[config.mk]
export PLATFORM = sky130hd
export DESIGN_NAME = sepr_command_protect
export DESIGN_NICKNAME = d
export VERILOG_FILES = /design/src/sepr_sync.v /design/src/sepr_cycle_timer.v /design/src/sepr_command_protect.v
export VERILOG_INCLUDE_DIRS = /design/src
export SDC_FILE = /design/constraint.sdc
export NUM_CORES = 1
export LEC_CHECK = 0
export BUFFER_PORTS_ARGS = -buffer_cell sky130_fd_sc_hd__buf_4
export CORE_ASPECT_RATIO = 1.2
export CORE_MARGIN = 3
export CORE_UTILIZATION = 52
export DETAILED_ROUTE_END_ITERATION = 10
export GPL_TIMING_DRIVEN = 1
export HOLD_SLACK_MARGIN = 0.1
export PLACE_DENSITY = 0.78
export SLEW_MARGIN = 25
export SYNTH_ARGS = -nofsm -noshare
export SYNTH_HDL_FRONTEND = slang
export SYNTH_SLANG_ARGS = --single-unit
[constraint.sdc]
create_clock -name clock_i -period 4.5 [get_ports clock_i]
set_clock_uncertainty 0.1 [all_clocks]
set_input_delay 0.675 -clock clock_i [delete_from_list [all_inputs] [get_ports clock_i]]
set_output_delay 0.675 -clock clock_i [all_outputs]
set_load 0.02 [all_outputs]
[src/sepr_defs.vh]
// Constants shared by the serial EEPROM command and protection logic
`ifndef SEPR_DEFS_VH
`define SEPR_DEFS_VH

// ----------------------------------------------------------------------
// Opcodes
// ----------------------------------------------------------------------
`define SEPR_OP_WRITE_ENABLE  8'h06
`define SEPR_OP_WRITE_DISABLE 8'h04
`define SEPR_OP_STATUS_READ   8'h05
`define SEPR_OP_STATUS_WRITE  8'h01
`define SEPR_OP_ARRAY_READ    8'h03
`define SEPR_OP_ARRAY_WRITE   8'h02

// ----------------------------------------------------------------------
// Status byte layout and reset value
// ----------------------------------------------------------------------
`define SEPR_SB_BUSY          0
`define SEPR_SB_LATCH         1
`define SEPR_SB_GUARD_LO      2
`define SEPR_SB_GUARD_HI      3
`define SEPR_SB_LOCK          7
`define SEPR_STATUS_RST       8'h00

// ----------------------------------------------------------------------
// Guarded region encodings and boundaries
// ----------------------------------------------------------------------
`define SEPR_GUARD_NONE       2'b00
`define SEPR_GUARD_QUARTER    2'b01
`define SEPR_GUARD_HALF       2'b10
`define SEPR_GUARD_ALL        2'b11
`define SEPR_QUARTER_BASE     16'hc000
`define SEPR_HALF_BASE        16'h8000

// ----------------------------------------------------------------------
// Timing: self-timed write cycle, least time rounded up to clocks
// ----------------------------------------------------------------------
`define SEPR_CLK_NS           20
`define SEPR_TW_US            1000
`define SEPR_TW_CYC           ((`SEPR_TW_US * 1000 + `SEPR_CLK_NS - 1) / `SEPR_CLK_NS)

`endif

[src/sepr_sync.v]
// Two-flop synchroniser for pin inputs
`timescale 1ns/1ps
`default_nettype none

module sepr_sync #(
  parameter WIDTH = 4
) (
  // Clock and reset
  input  wire             clock_i,
  input  wire             resetn_i,
  // Asynchronous inputs and their reset levels
  input  wire [WIDTH-1:0] async_i,
  input  wire [WIDTH-1:0] rst_val_i,
  // Synchronised levels
  output wire [WIDTH-1:0] sync_o
);

  reg [WIDTH-1:0] meta_q;
  reg [WIDTH-1:0] sync_q;

  // First stage feeds only the second stage; both start at the idle levels
  always @(posedge clock_i) begin
    if (!resetn_i) begin
      meta_q <= rst_val_i;
      sync_q <= rst_val_i;
    end else begin
      meta_q <= async_i;
      sync_q <= meta_q;
    end
  end

  // Idle levels are forced during reset so no false edge follows release
  assign sync_o = resetn_i ? sync_q : rst_val_i;

endmodule

`default_nettype wire

[src/sepr_cycle_timer.v]
// Self-timed write cycle counter
`timescale 1ns/1ps
`default_nettype none

module sepr_cycle_timer #(
  parameter CW     = 24,
  parameter CYCLES = 50000
) (
  // Clock and reset
  input  wire clock_i,
  input  wire resetn_i,
  // Control
  input  wire start_i,
  // Status
  output wire busy_o,
  output wire done_o
);

  localparam [31:0]   LAST_W = CYCLES - 1;
  localparam [CW-1:0] LAST   = LAST_W[CW-1:0];

  reg          busy_q;
  reg [CW-1:0] cnt_q;

  // Busy for exactly CYCLES clocks; start while busy is ignored
  always @(posedge clock_i) begin
    if (!resetn_i) begin
      busy_q <= 1'b0;
      cnt_q  <= {CW{1'b0}};
    end else if (!busy_q) begin
      busy_q <= start_i;
      cnt_q  <= {CW{1'b0}};
    end else if (cnt_q == LAST) begin
      busy_q <= 1'b0;
    end else begin
      cnt_q  <= cnt_q + 1'b1;
    end
  end

  assign busy_o = busy_q;
  assign done_o = busy_q && (cnt_q == LAST);

endmodule

`default_nettype wire

[src/sepr_command_protect.v]
// Serial EEPROM command decoder, write latch and status protection
`timescale 1ns/1ps
`default_nettype none
`include "sepr_defs.vh"

module sepr_command_protect #(
  parameter TW_CYCLES = `SEPR_TW_CYC,
  parameter TW_CW     = 24
) (
  // Clock and reset
  input  wire        clock_i,
  input  wire        resetn_i,
  // Serial bus pins
  input  wire        spi_sclk_i,
  input  wire        spi_cs_n_i,
  input  wire        spi_mosi_i,
  output wire        spi_miso_o,
  output wire        spi_miso_oe_o,
  // Protect pin
  input  wire        write_protect_n_i,
  // Array write hand-off
  output wire        array_wr_go_o,
  output wire [15:0] array_wr_addr_o,
  output wire [7:0]  array_wr_byte_o,
  output wire        array_wr_byte_vld_o,
  // Status view
  output wire [7:0]  status_o,
  output wire        hw_lock_o
);

  // --------------------------------------------------------------------
  // States, one-hot
  // --------------------------------------------------------------------
  localparam [7:0] ST_IDLE = 8'h01;
  localparam [7:0] ST_OPC  = 8'h02;
  localparam [7:0] ST_SRD  = 8'h04;
  localparam [7:0] ST_SWR  = 8'h08;
  localparam [7:0] ST_ADR  = 8'h10;
  localparam [7:0] ST_DAT  = 8'h20;
  localparam [7:0] ST_WAIT = 8'h40;
  localparam [7:0] ST_IGN  = 8'h80;

  // Delivery state of the status byte, indexed by field position
  localparam [7:0] STATUS_RST = `SEPR_STATUS_RST;

  // --------------------------------------------------------------------
  // Guard decode
  // --------------------------------------------------------------------
  function guarded;
    input [15:0] addr;
    input [1:0]  guard;
    begin
      case (guard)
        `SEPR_GUARD_NONE:    guarded = 1'b0;
        `SEPR_GUARD_QUARTER: guarded = (addr >= `SEPR_QUARTER_BASE);
        `SEPR_GUARD_HALF:    guarded = (addr >= `SEPR_HALF_BASE);
        default:             guarded = 1'b1;
      endcase
    end
  endfunction

  // --------------------------------------------------------------------
  // Pin synchronisation and edge detection
  // --------------------------------------------------------------------
  wire [3:0] pins_s;
  wire       sclk_s;
  wire       cs_n_s;
  wire       mosi_s;
  wire       wp_n_s;

  // Reset levels: chip select and protect idle high
  sepr_sync #(
    .WIDTH (4)
  ) u_sync (
    .clock_i   (clock_i),
    .resetn_i  (resetn_i),
    .async_i   ({write_protect_n_i, spi_mosi_i, spi_cs_n_i, spi_sclk_i}),
    .rst_val_i (4'ha),
    .sync_o    (pins_s)
  );

  assign sclk_s = pins_s[0];
  assign cs_n_s = pins_s[1];
  assign mosi_s = pins_s[2];
  assign wp_n_s = pins_s[3];

  reg sclk_d_q;
  reg cs_n_d_q;

  // Previous levels for edge finding
  always @(posedge clock_i) begin
    if (!resetn_i) begin
      sclk_d_q <= 1'b0;
      cs_n_d_q <= 1'b1;
    end else begin
      sclk_d_q <= sclk_s;
      cs_n_d_q <= cs_n_s;
    end
  end

  // Sampling on the rise and launching on the fall holds for both idle levels
  wire sclk_rise = sclk_s & ~sclk_d_q;
  wire sclk_fall = ~sclk_s & sclk_d_q;
  wire cs_fall   = ~cs_n_s & cs_n_d_q;
  wire cs_rise   = cs_n_s & ~cs_n_d_q;

  // --------------------------------------------------------------------
  // Registers
  // --------------------------------------------------------------------
  reg [7:0]  state_q;
  reg [2:0]  bit_q;
  reg [7:0]  in_sh_q;
  reg [7:0]  cmd_q;
  reg        adr_hi_q;
  reg        got_data_q;
  reg [15:0] addr_q;
  reg [7:0]  pend_q;
  reg        wr_kind_q;
  reg        latch_q;
  reg        lock_q;
  reg [1:0]  guard_q;
  reg        go_q;
  reg [7:0]  byte_q;
  reg        byte_vld_q;
  reg        miso_q;
  reg [7:0]  osh_q;
  reg [2:0]  out_cnt_q;

  wire       busy;
  wire       done;
  wire [7:0] in_byte  = {in_sh_q[6:0], mosi_s};
  wire       byte_end = sclk_rise && (bit_q == 3'd7);

  // Lock mode tracks pin and bit levels, so order of events is irrelevant
  wire hw_lock = lock_q & ~wp_n_s;

  // Status byte; unused bits tie to zero
  wire [7:0] status = {lock_q, 3'b000, guard_q, latch_q, busy};

  // Acceptance checks evaluated at the chip select rise
  wire swr_ok = latch_q & ~busy & ~hw_lock;
  wire awr_ok = got_data_q && (bit_q == 3'd0) && latch_q && !busy &&
                !guarded(addr_q, guard_q);

  wire start_swr = cs_rise && (state_q == ST_WAIT) &&
                   (cmd_q == `SEPR_OP_STATUS_WRITE) && swr_ok;
  wire start_awr = cs_rise && (state_q == ST_DAT) && awr_ok;

  // --------------------------------------------------------------------
  // Self-timed write cycle
  // --------------------------------------------------------------------
  sepr_cycle_timer #(
    .CW     (TW_CW),
    .CYCLES (TW_CYCLES)
  ) u_timer (
    .clock_i  (clock_i),
    .resetn_i (resetn_i),
    .start_i  (start_swr | start_awr),
    .busy_o   (busy),
    .done_o   (done)
  );

  // --------------------------------------------------------------------
  // Command sequencer
  // --------------------------------------------------------------------
  // Chip select rise wins over a clock edge in the same cycle
  always @(posedge clock_i) begin
    if (!resetn_i) begin
      state_q    <= ST_IDLE;
      bit_q      <= 3'd0;
      in_sh_q    <= 8'h00;
      cmd_q      <= 8'h00;
      adr_hi_q   <= 1'b0;
      got_data_q <= 1'b0;
      addr_q     <= 16'h0000;
      pend_q     <= 8'h00;
      byte_q     <= 8'h00;
      byte_vld_q <= 1'b0;
    end else begin
      byte_vld_q <= 1'b0;
      if (cs_rise) begin
        state_q <= ST_IDLE;
      end else if (cs_fall) begin
        // Only a falling edge selects; a select held low through reset reads as a fall after release
        state_q    <= ST_OPC;
        bit_q      <= 3'd0;
        adr_hi_q   <= 1'b0;
        got_data_q <= 1'b0;
      end else if (sclk_rise && (state_q != ST_IDLE)) begin
        bit_q   <= bit_q + 3'd1;
        in_sh_q <= in_byte;
        case (state_q)
          ST_OPC: begin
            if (byte_end) begin
              cmd_q <= in_byte;
              if (busy && (in_byte != `SEPR_OP_STATUS_READ)) begin
                state_q <= ST_IGN;
              end else begin
                case (in_byte)
                  `SEPR_OP_WRITE_ENABLE:  state_q <= ST_WAIT;
                  `SEPR_OP_WRITE_DISABLE: state_q <= ST_WAIT;
                  `SEPR_OP_STATUS_READ:   state_q <= ST_SRD;
                  `SEPR_OP_STATUS_WRITE:  state_q <= ST_SWR;
                  `SEPR_OP_ARRAY_WRITE:   state_q <= ST_ADR;
                  `SEPR_OP_ARRAY_READ:    state_q <= ST_IGN;
                  default:                state_q <= ST_IGN;
                endcase
              end
            end
          end
          ST_SWR: begin
            if (byte_end) begin
              pend_q  <= in_byte;
              state_q <= ST_WAIT;
            end
          end
          ST_ADR: begin
            if (byte_end) begin
              adr_hi_q <= 1'b1;
              if (!adr_hi_q) begin
                addr_q[15:8] <= in_byte;
              end else begin
                addr_q[7:0] <= in_byte;
                state_q     <= ST_DAT;
              end
            end
          end
          ST_DAT: begin
            if (byte_end) begin
              got_data_q <= 1'b1;
              byte_q     <= in_byte;
              byte_vld_q <= 1'b1;
            end
          end
          ST_WAIT: begin
            // A clock past the byte boundary spoils the command
            state_q <= ST_IGN;
          end
          ST_SRD: begin
            state_q <= ST_SRD;
          end
          ST_IGN: begin
            state_q <= ST_IGN;
          end
          default: begin
            state_q <= ST_IDLE;
          end
        endcase
      end
    end
  end

  // --------------------------------------------------------------------
  // Write latch and non-volatile protection bits
  // --------------------------------------------------------------------
  // Flops stand in for the non-volatile cells; reset gives delivery state.
  // Enable is refused while busy, so set and cycle-end clear never meet.
  always @(posedge clock_i) begin
    if (!resetn_i) begin
      latch_q   <= 1'b0;
      lock_q    <= STATUS_RST[`SEPR_SB_LOCK];
      guard_q   <= {STATUS_RST[`SEPR_SB_GUARD_HI], STATUS_RST[`SEPR_SB_GUARD_LO]};
      wr_kind_q <= 1'b0;
      go_q      <= 1'b0;
    end else begin
      go_q <= start_awr;
      if (start_swr | start_awr) begin
        wr_kind_q <= start_swr;
      end
      if (done) begin
        latch_q <= 1'b0;
        if (wr_kind_q) begin
          // Only b7 and b3:b2 are written; old values held until now
          lock_q  <= pend_q[`SEPR_SB_LOCK];
          guard_q <= {pend_q[`SEPR_SB_GUARD_HI], pend_q[`SEPR_SB_GUARD_LO]};
        end
      end else if (cs_rise && (state_q == ST_WAIT)) begin
        if (cmd_q == `SEPR_OP_WRITE_ENABLE) begin
          latch_q <= 1'b1;
        end else if (cmd_q == `SEPR_OP_WRITE_DISABLE) begin
          latch_q <= 1'b0;
        end
      end
    end
  end

  // --------------------------------------------------------------------
  // Status output shifter
  // --------------------------------------------------------------------
  // Snapshot at each byte start keeps one byte coherent while it shifts
  always @(posedge clock_i) begin
    if (!resetn_i) begin
      miso_q    <= 1'b0;
      osh_q     <= 8'h00;
      out_cnt_q <= 3'd0;
    end else if (state_q != ST_SRD) begin
      out_cnt_q <= 3'd0;
    end else if (sclk_fall) begin
      out_cnt_q <= out_cnt_q + 3'd1;
      if (out_cnt_q == 3'd0) begin
        osh_q  <= status;
        miso_q <= status[7];
      end else begin
        miso_q <= osh_q[3'd7 - out_cnt_q];
      end
    end
  end

  // --------------------------------------------------------------------
  // Outputs
  // --------------------------------------------------------------------
  // Driver only on during status read, so an ignored command floats it
  assign spi_miso_o          = miso_q;
  assign spi_miso_oe_o       = (state_q == ST_SRD);
  assign array_wr_go_o       = go_q;
  assign array_wr_addr_o     = addr_q;
  assign array_wr_byte_o     = byte_q;
  assign array_wr_byte_vld_o = byte_vld_q;
  assign status_o            = status;
  assign hw_lock_o           = hw_lock;

endmodule

`default_nettype wire

# After elaboration in Yosys (flattened, before gate mapping)
# Cells that the tools add are included.
word_totals:
  reg_bits: 111
  in_bits: 6
  elab_cells: 160
classes:
  reduce_logical: 46
  muxes: 28
  order_cmp: 3
  add_sub_neg: 4
  n_eq_ne: 31
  bitwise_logic: 22
ops:
  columns: ["cell", "n"]
  rows:
  - ["$eq 8x3->1 const B", 6]
  - ["$pmux 8 s6", 1]
  - ["$mux 8", 5]
  - ["$ge 16x16->1 const B", 2]
  - ["$pmux 8 s4", 1]
  - ["$add 24x1->24 const B", 1]
  - ["$eq 24x16->1 const B", 1]
  - ["$reduce_and 6->1", 4]
  - ["$eq 8x1->1 const B", 2]
  - ["$eq 8x2->1 const B", 2]
  - ["$ne 8x3->1 const B", 2]
  - ["$reduce_and 5->1", 3]
  - ["$mux 1", 14]
  - ["$not 1->1", 14]
  - ["$logic_and 1x1->1", 13]
  - ["$ne 3x3->1 const B", 4]
  - ["$ne 2x2->1 const B", 5]
  - ["$reduce_and 2->1", 5]
  - ["$reduce_bool 2->1", 5]
  - ["$reduce_or 2->1", 5]
  - ["$eq 8x4->1 const B", 1]
  - ["$eq 8x5->1 const B", 1]
  - ["$eq 8x6->1 const B", 1]
  - ["$eq 8x7->1 const B", 1]
  - ["other kinds (22)", 35]

# Depth between registers and ports, before layout
logic_depth:
  ltp_word: 9
  mapped_depth: 9
  depth_no_buf: 7

# By module
# A second synthesis with hierarchy kept.
unflattened:
  cells_unflattened: 551
  hier_area_um2: 4979.8
by_module_without_submodules:
  columns: ["module", "area_per_inst_um2", "cells_each", "instances", "seq_area_each_um2"]
  rows:
  - ["sepr_command_protect", 3384.5, 382, 1, 1461.4]
  - ["sepr_cycle_timer", 1251.2, 148, 1, 500.5]
  - ["sepr_sync", 344.1, 21, 1, 160.2]

# Worst setup path before layout
# Ideal clock, no wire load.
synth_path:
  kind: "in2reg"
  startpoint: "in resetn_i"
  endpoint: "reg cmd_q[0]"
  arrival_ns: 2.085
  required_time_ns: 4.272
  path_slack_ns: 2.187
  cell_stages: 5
  setup_ns: 0.128
  cell_sequence: "clkbuf_1 nand4b_2 nor4_4 mux2i_1 nor2_1"
synth_between:
  elab_chain_cells: 5
  elab_cells_between_ends: 10
  classes_between: "mux (1); bitwise (6); reduce/logical (3)"
synth_lines:
  columns: ["element", "line_no", "rtl"]
  rows:
  - ["from (decl)", "sepr_command_protect.v:12", "input wire resetn_i,"]
  - ["$mux 4", "sepr_sync.v:33", "assign sync_o = resetn_i ? sync_q : rst_val_i;"]
  - ["$not 1->1", "sepr_command_protect.v:104", "wire cs_fall = ~cs_n_s & cs_n_d_q;"]
  - ["$and 1x1->1", "sepr_command_protect.v:104", null]
  - ["$not 1->1 (no source line)", null, null]
  - ["$reduce_and 5->1 (no source line)", null, null]
  - ["to (signal assigned)", "sepr_command_protect.v:195", "cmd_q <= in_byte;"]
  - ["to (decl)", "sepr_command_protect.v:113", "reg [7:0] cmd_q;"]
# Several ways; a longest one is shown, not always the timed one.
# A chain may end at the register's enable or synchronous reset.

# Worst setup path after layout
layout_path:
  startpoint: "reg state_q[5]"
  endpoint: "out spi_miso_oe_o"
layout_between:
  elab_chain_cells: 1
layout_lines:
  columns: ["element", "line_no", "rtl"]
  rows:
  - ["from (decl)", "sepr_command_protect.v:110", "reg [7:0] state_q;"]
  - ["from (signal assigned)", "sepr_command_protect.v:169", "state_q <= ST_IDLE;"]
  - ["from (signal assigned)", "sepr_command_protect.v:182", "state_q <= ST_IDLE;"]
  - ["from (signal assigned)", "sepr_command_protect.v:185", "state_q <= ST_OPC;"]
  - ["$eq 8x3->1", "sepr_command_protect.v:314", "assign spi_miso_oe_o = (state_q == ST_SRD);"]
  - ["to (decl)", "sepr_command_protect.v:18", "output wire spi_miso_oe_o,"]
# No other way between the ends.

==> results by group <==
Drt
  – Wire length on met2: 5.24 mm
  – 1st-iter DRT viols: 303
  – Met3 wire length: about 600 um
  – Per-cell routed wire length: 15.6 um
  – Post-Route M1 WL: about 4.5 mm
  – Post-Route WL: 10.5 mm
  – Vias: between 3000 and 4000
  – Post-DRT Antenna Nets: 0
  – Max layer used: met4
  – DRC viols: 0
  – Via/cell ratio: between 5 and 6
  – Pre-antenna DRT Iters: 5

Layout
  – Fill cells: around 780
  – Ant diodes: 0
  – # nets final: between 500 and 600
  – Non-Filler Instances: ~680
  – Share of cells above drive strength 1: 0.138
  – Area delta synth->final: 10.4%

Power and ir drop
  – VDD IR-drop max: about 0.00018 V
  – Pwr Density: between 200 and 300 mW/mm2
  – Total power: around 1.6 mW
  – Static Leak: between 1.5 and 2 nW

Clock network
  – Hold_buf cts: 0
  – H-tree lvl count: 3
  – CTS Root Buffer Type: clkbuf_8
  – CTS clk-pin slew, worst paths: about 0.10 ns
  – CTS tree: built
  – # clock sinks: 106
  – TritonCTS Buffers: 9
  – Post-CTS Resized: 0
  – Post-CTS Setup Repair Bufs: 0
  – Clk buf depth: 2
  – Latest clock arrival within the worst-skew pair: approximately 0.37 ns

Synth
  – Top FF cell, synth: dfxtp_1
  – Yosys Warn Count: 0
  – Async SR Flop Fraction: 0
  – Top cell type's share of synthesized area: 0.449
  – Average size of a mapped cell: between 8 and 9 um2
  – Flip-flop and latch count after synthesis: 106
  – Yosys top cell by area: dfxtp_1
  – Post-synth EDFFs: 0
  – Synth cell count leaders: dfxtp_1 (106), nor2_1 (66), a21oi_1 (40), o21ai_0 (40), nand2_1 (37)
  – Synth area leaders: dfxtp_1 (45%), mux2i_1 (5.5%), nor2_1 (5.2%)
  – Sequential share of the synthesized area: 0.449
  – Synth cell types: 60
  – Count leader, synth: dfxtp_1
  – Syn Inst Count: between 500 and 600
  – Mapped Area: between 0.004 and 0.005 mm2

STA
  – RSZ-0062 raised after global routing: no
  – Min Tclk post-route: roughly 2.8 ns
  – Setup TNS: 0 ns
  – Fmax achieved: ~0.36 GHz
  – Rel. slew slack: 0.438
  – Final Hold Fails: 0
  – Setup-failing EPs final: 0
  – Max-slew violations: 0
  – Hold_ws: between 0.3 and 0.4 ns
  – Crit share post-route: 0.615
  – Worst slew pin tran: ~0.83 ns
  – Worst Slack Setup Final: roughly 1.7 ns

Floorplanning
  – Die width: 93 um
  – DIE AREA: approximately 0.01 mm2
  – Core ar.: about 0.0087 mm2
  – I/O Pins: between 40 and 50
  – Row count: 37
  – Die H: about 110 um
  – Initial Utilization: 0.543

Global route
  – Initial antenna violation count: 0
  – Number of global-route vias before repair: approximately 3600
  – First-pass GRT wire length: around 17 mm
  – Largest net degree at the start of global routing: 35
  – Gr usage total: 0.207
  – Overflow after GRT: 0

Placed design
  – RD Place Congestion: roughly 0.92
  – DP HPWL: between 7 and 8 mm
  – Port buffer count: 39
  – Placed cells: roughly 660
  – Pre-CTS WS: between 1 and 1.5 ns

Critical path
  – Req. time, crit path: 3.72 ns
  – Largest fanout on the critical path: 10
  – Crit Path Class: reg -> out
  – Critical path endpoint category: primary output
  – Arr. time, crit path: 1.99 ns
  – Critical path launch point type: flip-flop

Job
  – Max-Cap Viols: 0

Outcome
  – Status: complete, no violations

Hold path
  – Min-Delay Path Class: reg -> reg
power by group:
group	leakage [nW]	switching, mW	total [mW]	internal (mW)
combinational	0.905	0.0269	0.0392	0.0123
clock	0.0926	0.348	0.564	0.216
sequential	0.856	0.00477	0.947	0.942
metal layers:
| layer | vias up | global-route usage |
|---|---|---|
| met5 | - | 0 |
| met3 | 23 | 0.0463 |
| met1 | 1830 | 0.260 |
| li1 | 1906 | - |
| met2 | 125 | 0.354 |
| met4 | 0 | 0.0587 |
layout by cell type, fill, tap and decap left out, drive strengths merged, types with 3 or more instances in the layout:
cell and n:
nor4 13, nor2 67, mux2i 26, clkbuf 9, nor2b 5, ha 6
buf 42, nand2b 8, and2 6, o211ai 3, nand4 5, inv 19
or3 3, a211oi 6, nand3 27, xnor2 18, o21ai 40, nand2 37
nor4b 5, nand4b 7, xor2 8, and3 5, dfxtp 106, conb 3
nor3 10, a21oi 40
registers in the layout, summed over array words and instances, names as in the netlist, 2 cells and up:
name and flops:
out_cnt_q 3, array_wr_byte_o 8, guard_q 2, state_q 8, cmd_q 8, array_wr_addr_o 16
bit_q 3, u_sync.meta_q 4, osh_q 5, u_sync.sync_q 4, pend_q 3, in_sh_q 7
u_timer.cnt_q 24
per-stage QoR:
| stage | area, um2 | utilization |
|---|---|---|
| 6_report | 5220 | 0.599 |
| 5_1_grt | 5220 | 0.599 |
| 4_1_cts | 5210 | 0.598 |
| 3_5_place_dp | 5010 | 0.576 |
| 3_3_place_gp | 5010 | 0.576 |
| 2_1_floorplan | 4730 | - |
area by class of cell:
type | count | area [um2] | area share
Multi-Input combinational cell | 378 | 2380 | 0.456
Sequential cell | 106 | 2120 | 0.407
Timing Repair Buffer | 42 | 315 | 0.0604
Tap cell | 117 | 146 | 0.0281
Clock buffer | 9 | 124 | 0.0237
Clock inverter | 7 | 71.3 | 0.0137
Inverter | 16 | 60.1 | 0.0115
worst max-delay path: stages, from the launching register on:
cell and delay [ns]:
dfxtp_1 0.41, nor4_2 0.56, and3_1 0.44, buf_4 0.21
final timing paths:
kind,cells past startpoint,slack (ns),start,end
hold reg to reg,1,0.33,u_sync.meta_q[3],u_sync.sync_q[3]
hold / removal,1,0.33,u_sync.meta_q[3],u_sync.sync_q[3]
setup / recovery,3,1.73,state_q[5],spi_miso_oe_o
setup reg to reg,5,2.06,adr_hi_q,state_q[5]
cell families (layout without fill, tap and decap cells):
logic type | count (synthesis) | after routing | share of synthesized area
buffers and inverters | 53 | 74 | 0.0519
adders and majority gates | 6 | 6 | 0.0159
other | 1 | 3 | 0.000794
muxes | 27 | 27 | 0.0599
DFF | 106 | 106 | 0.449
AOI/OAI and AO/OA | 104 | 104 | 0.126
and+or+nand+nor | 212 | 212 | 0.248
xor gates and xnor gates | 26 | 26 | 0.0482
(Power assumes the default switching activity.)
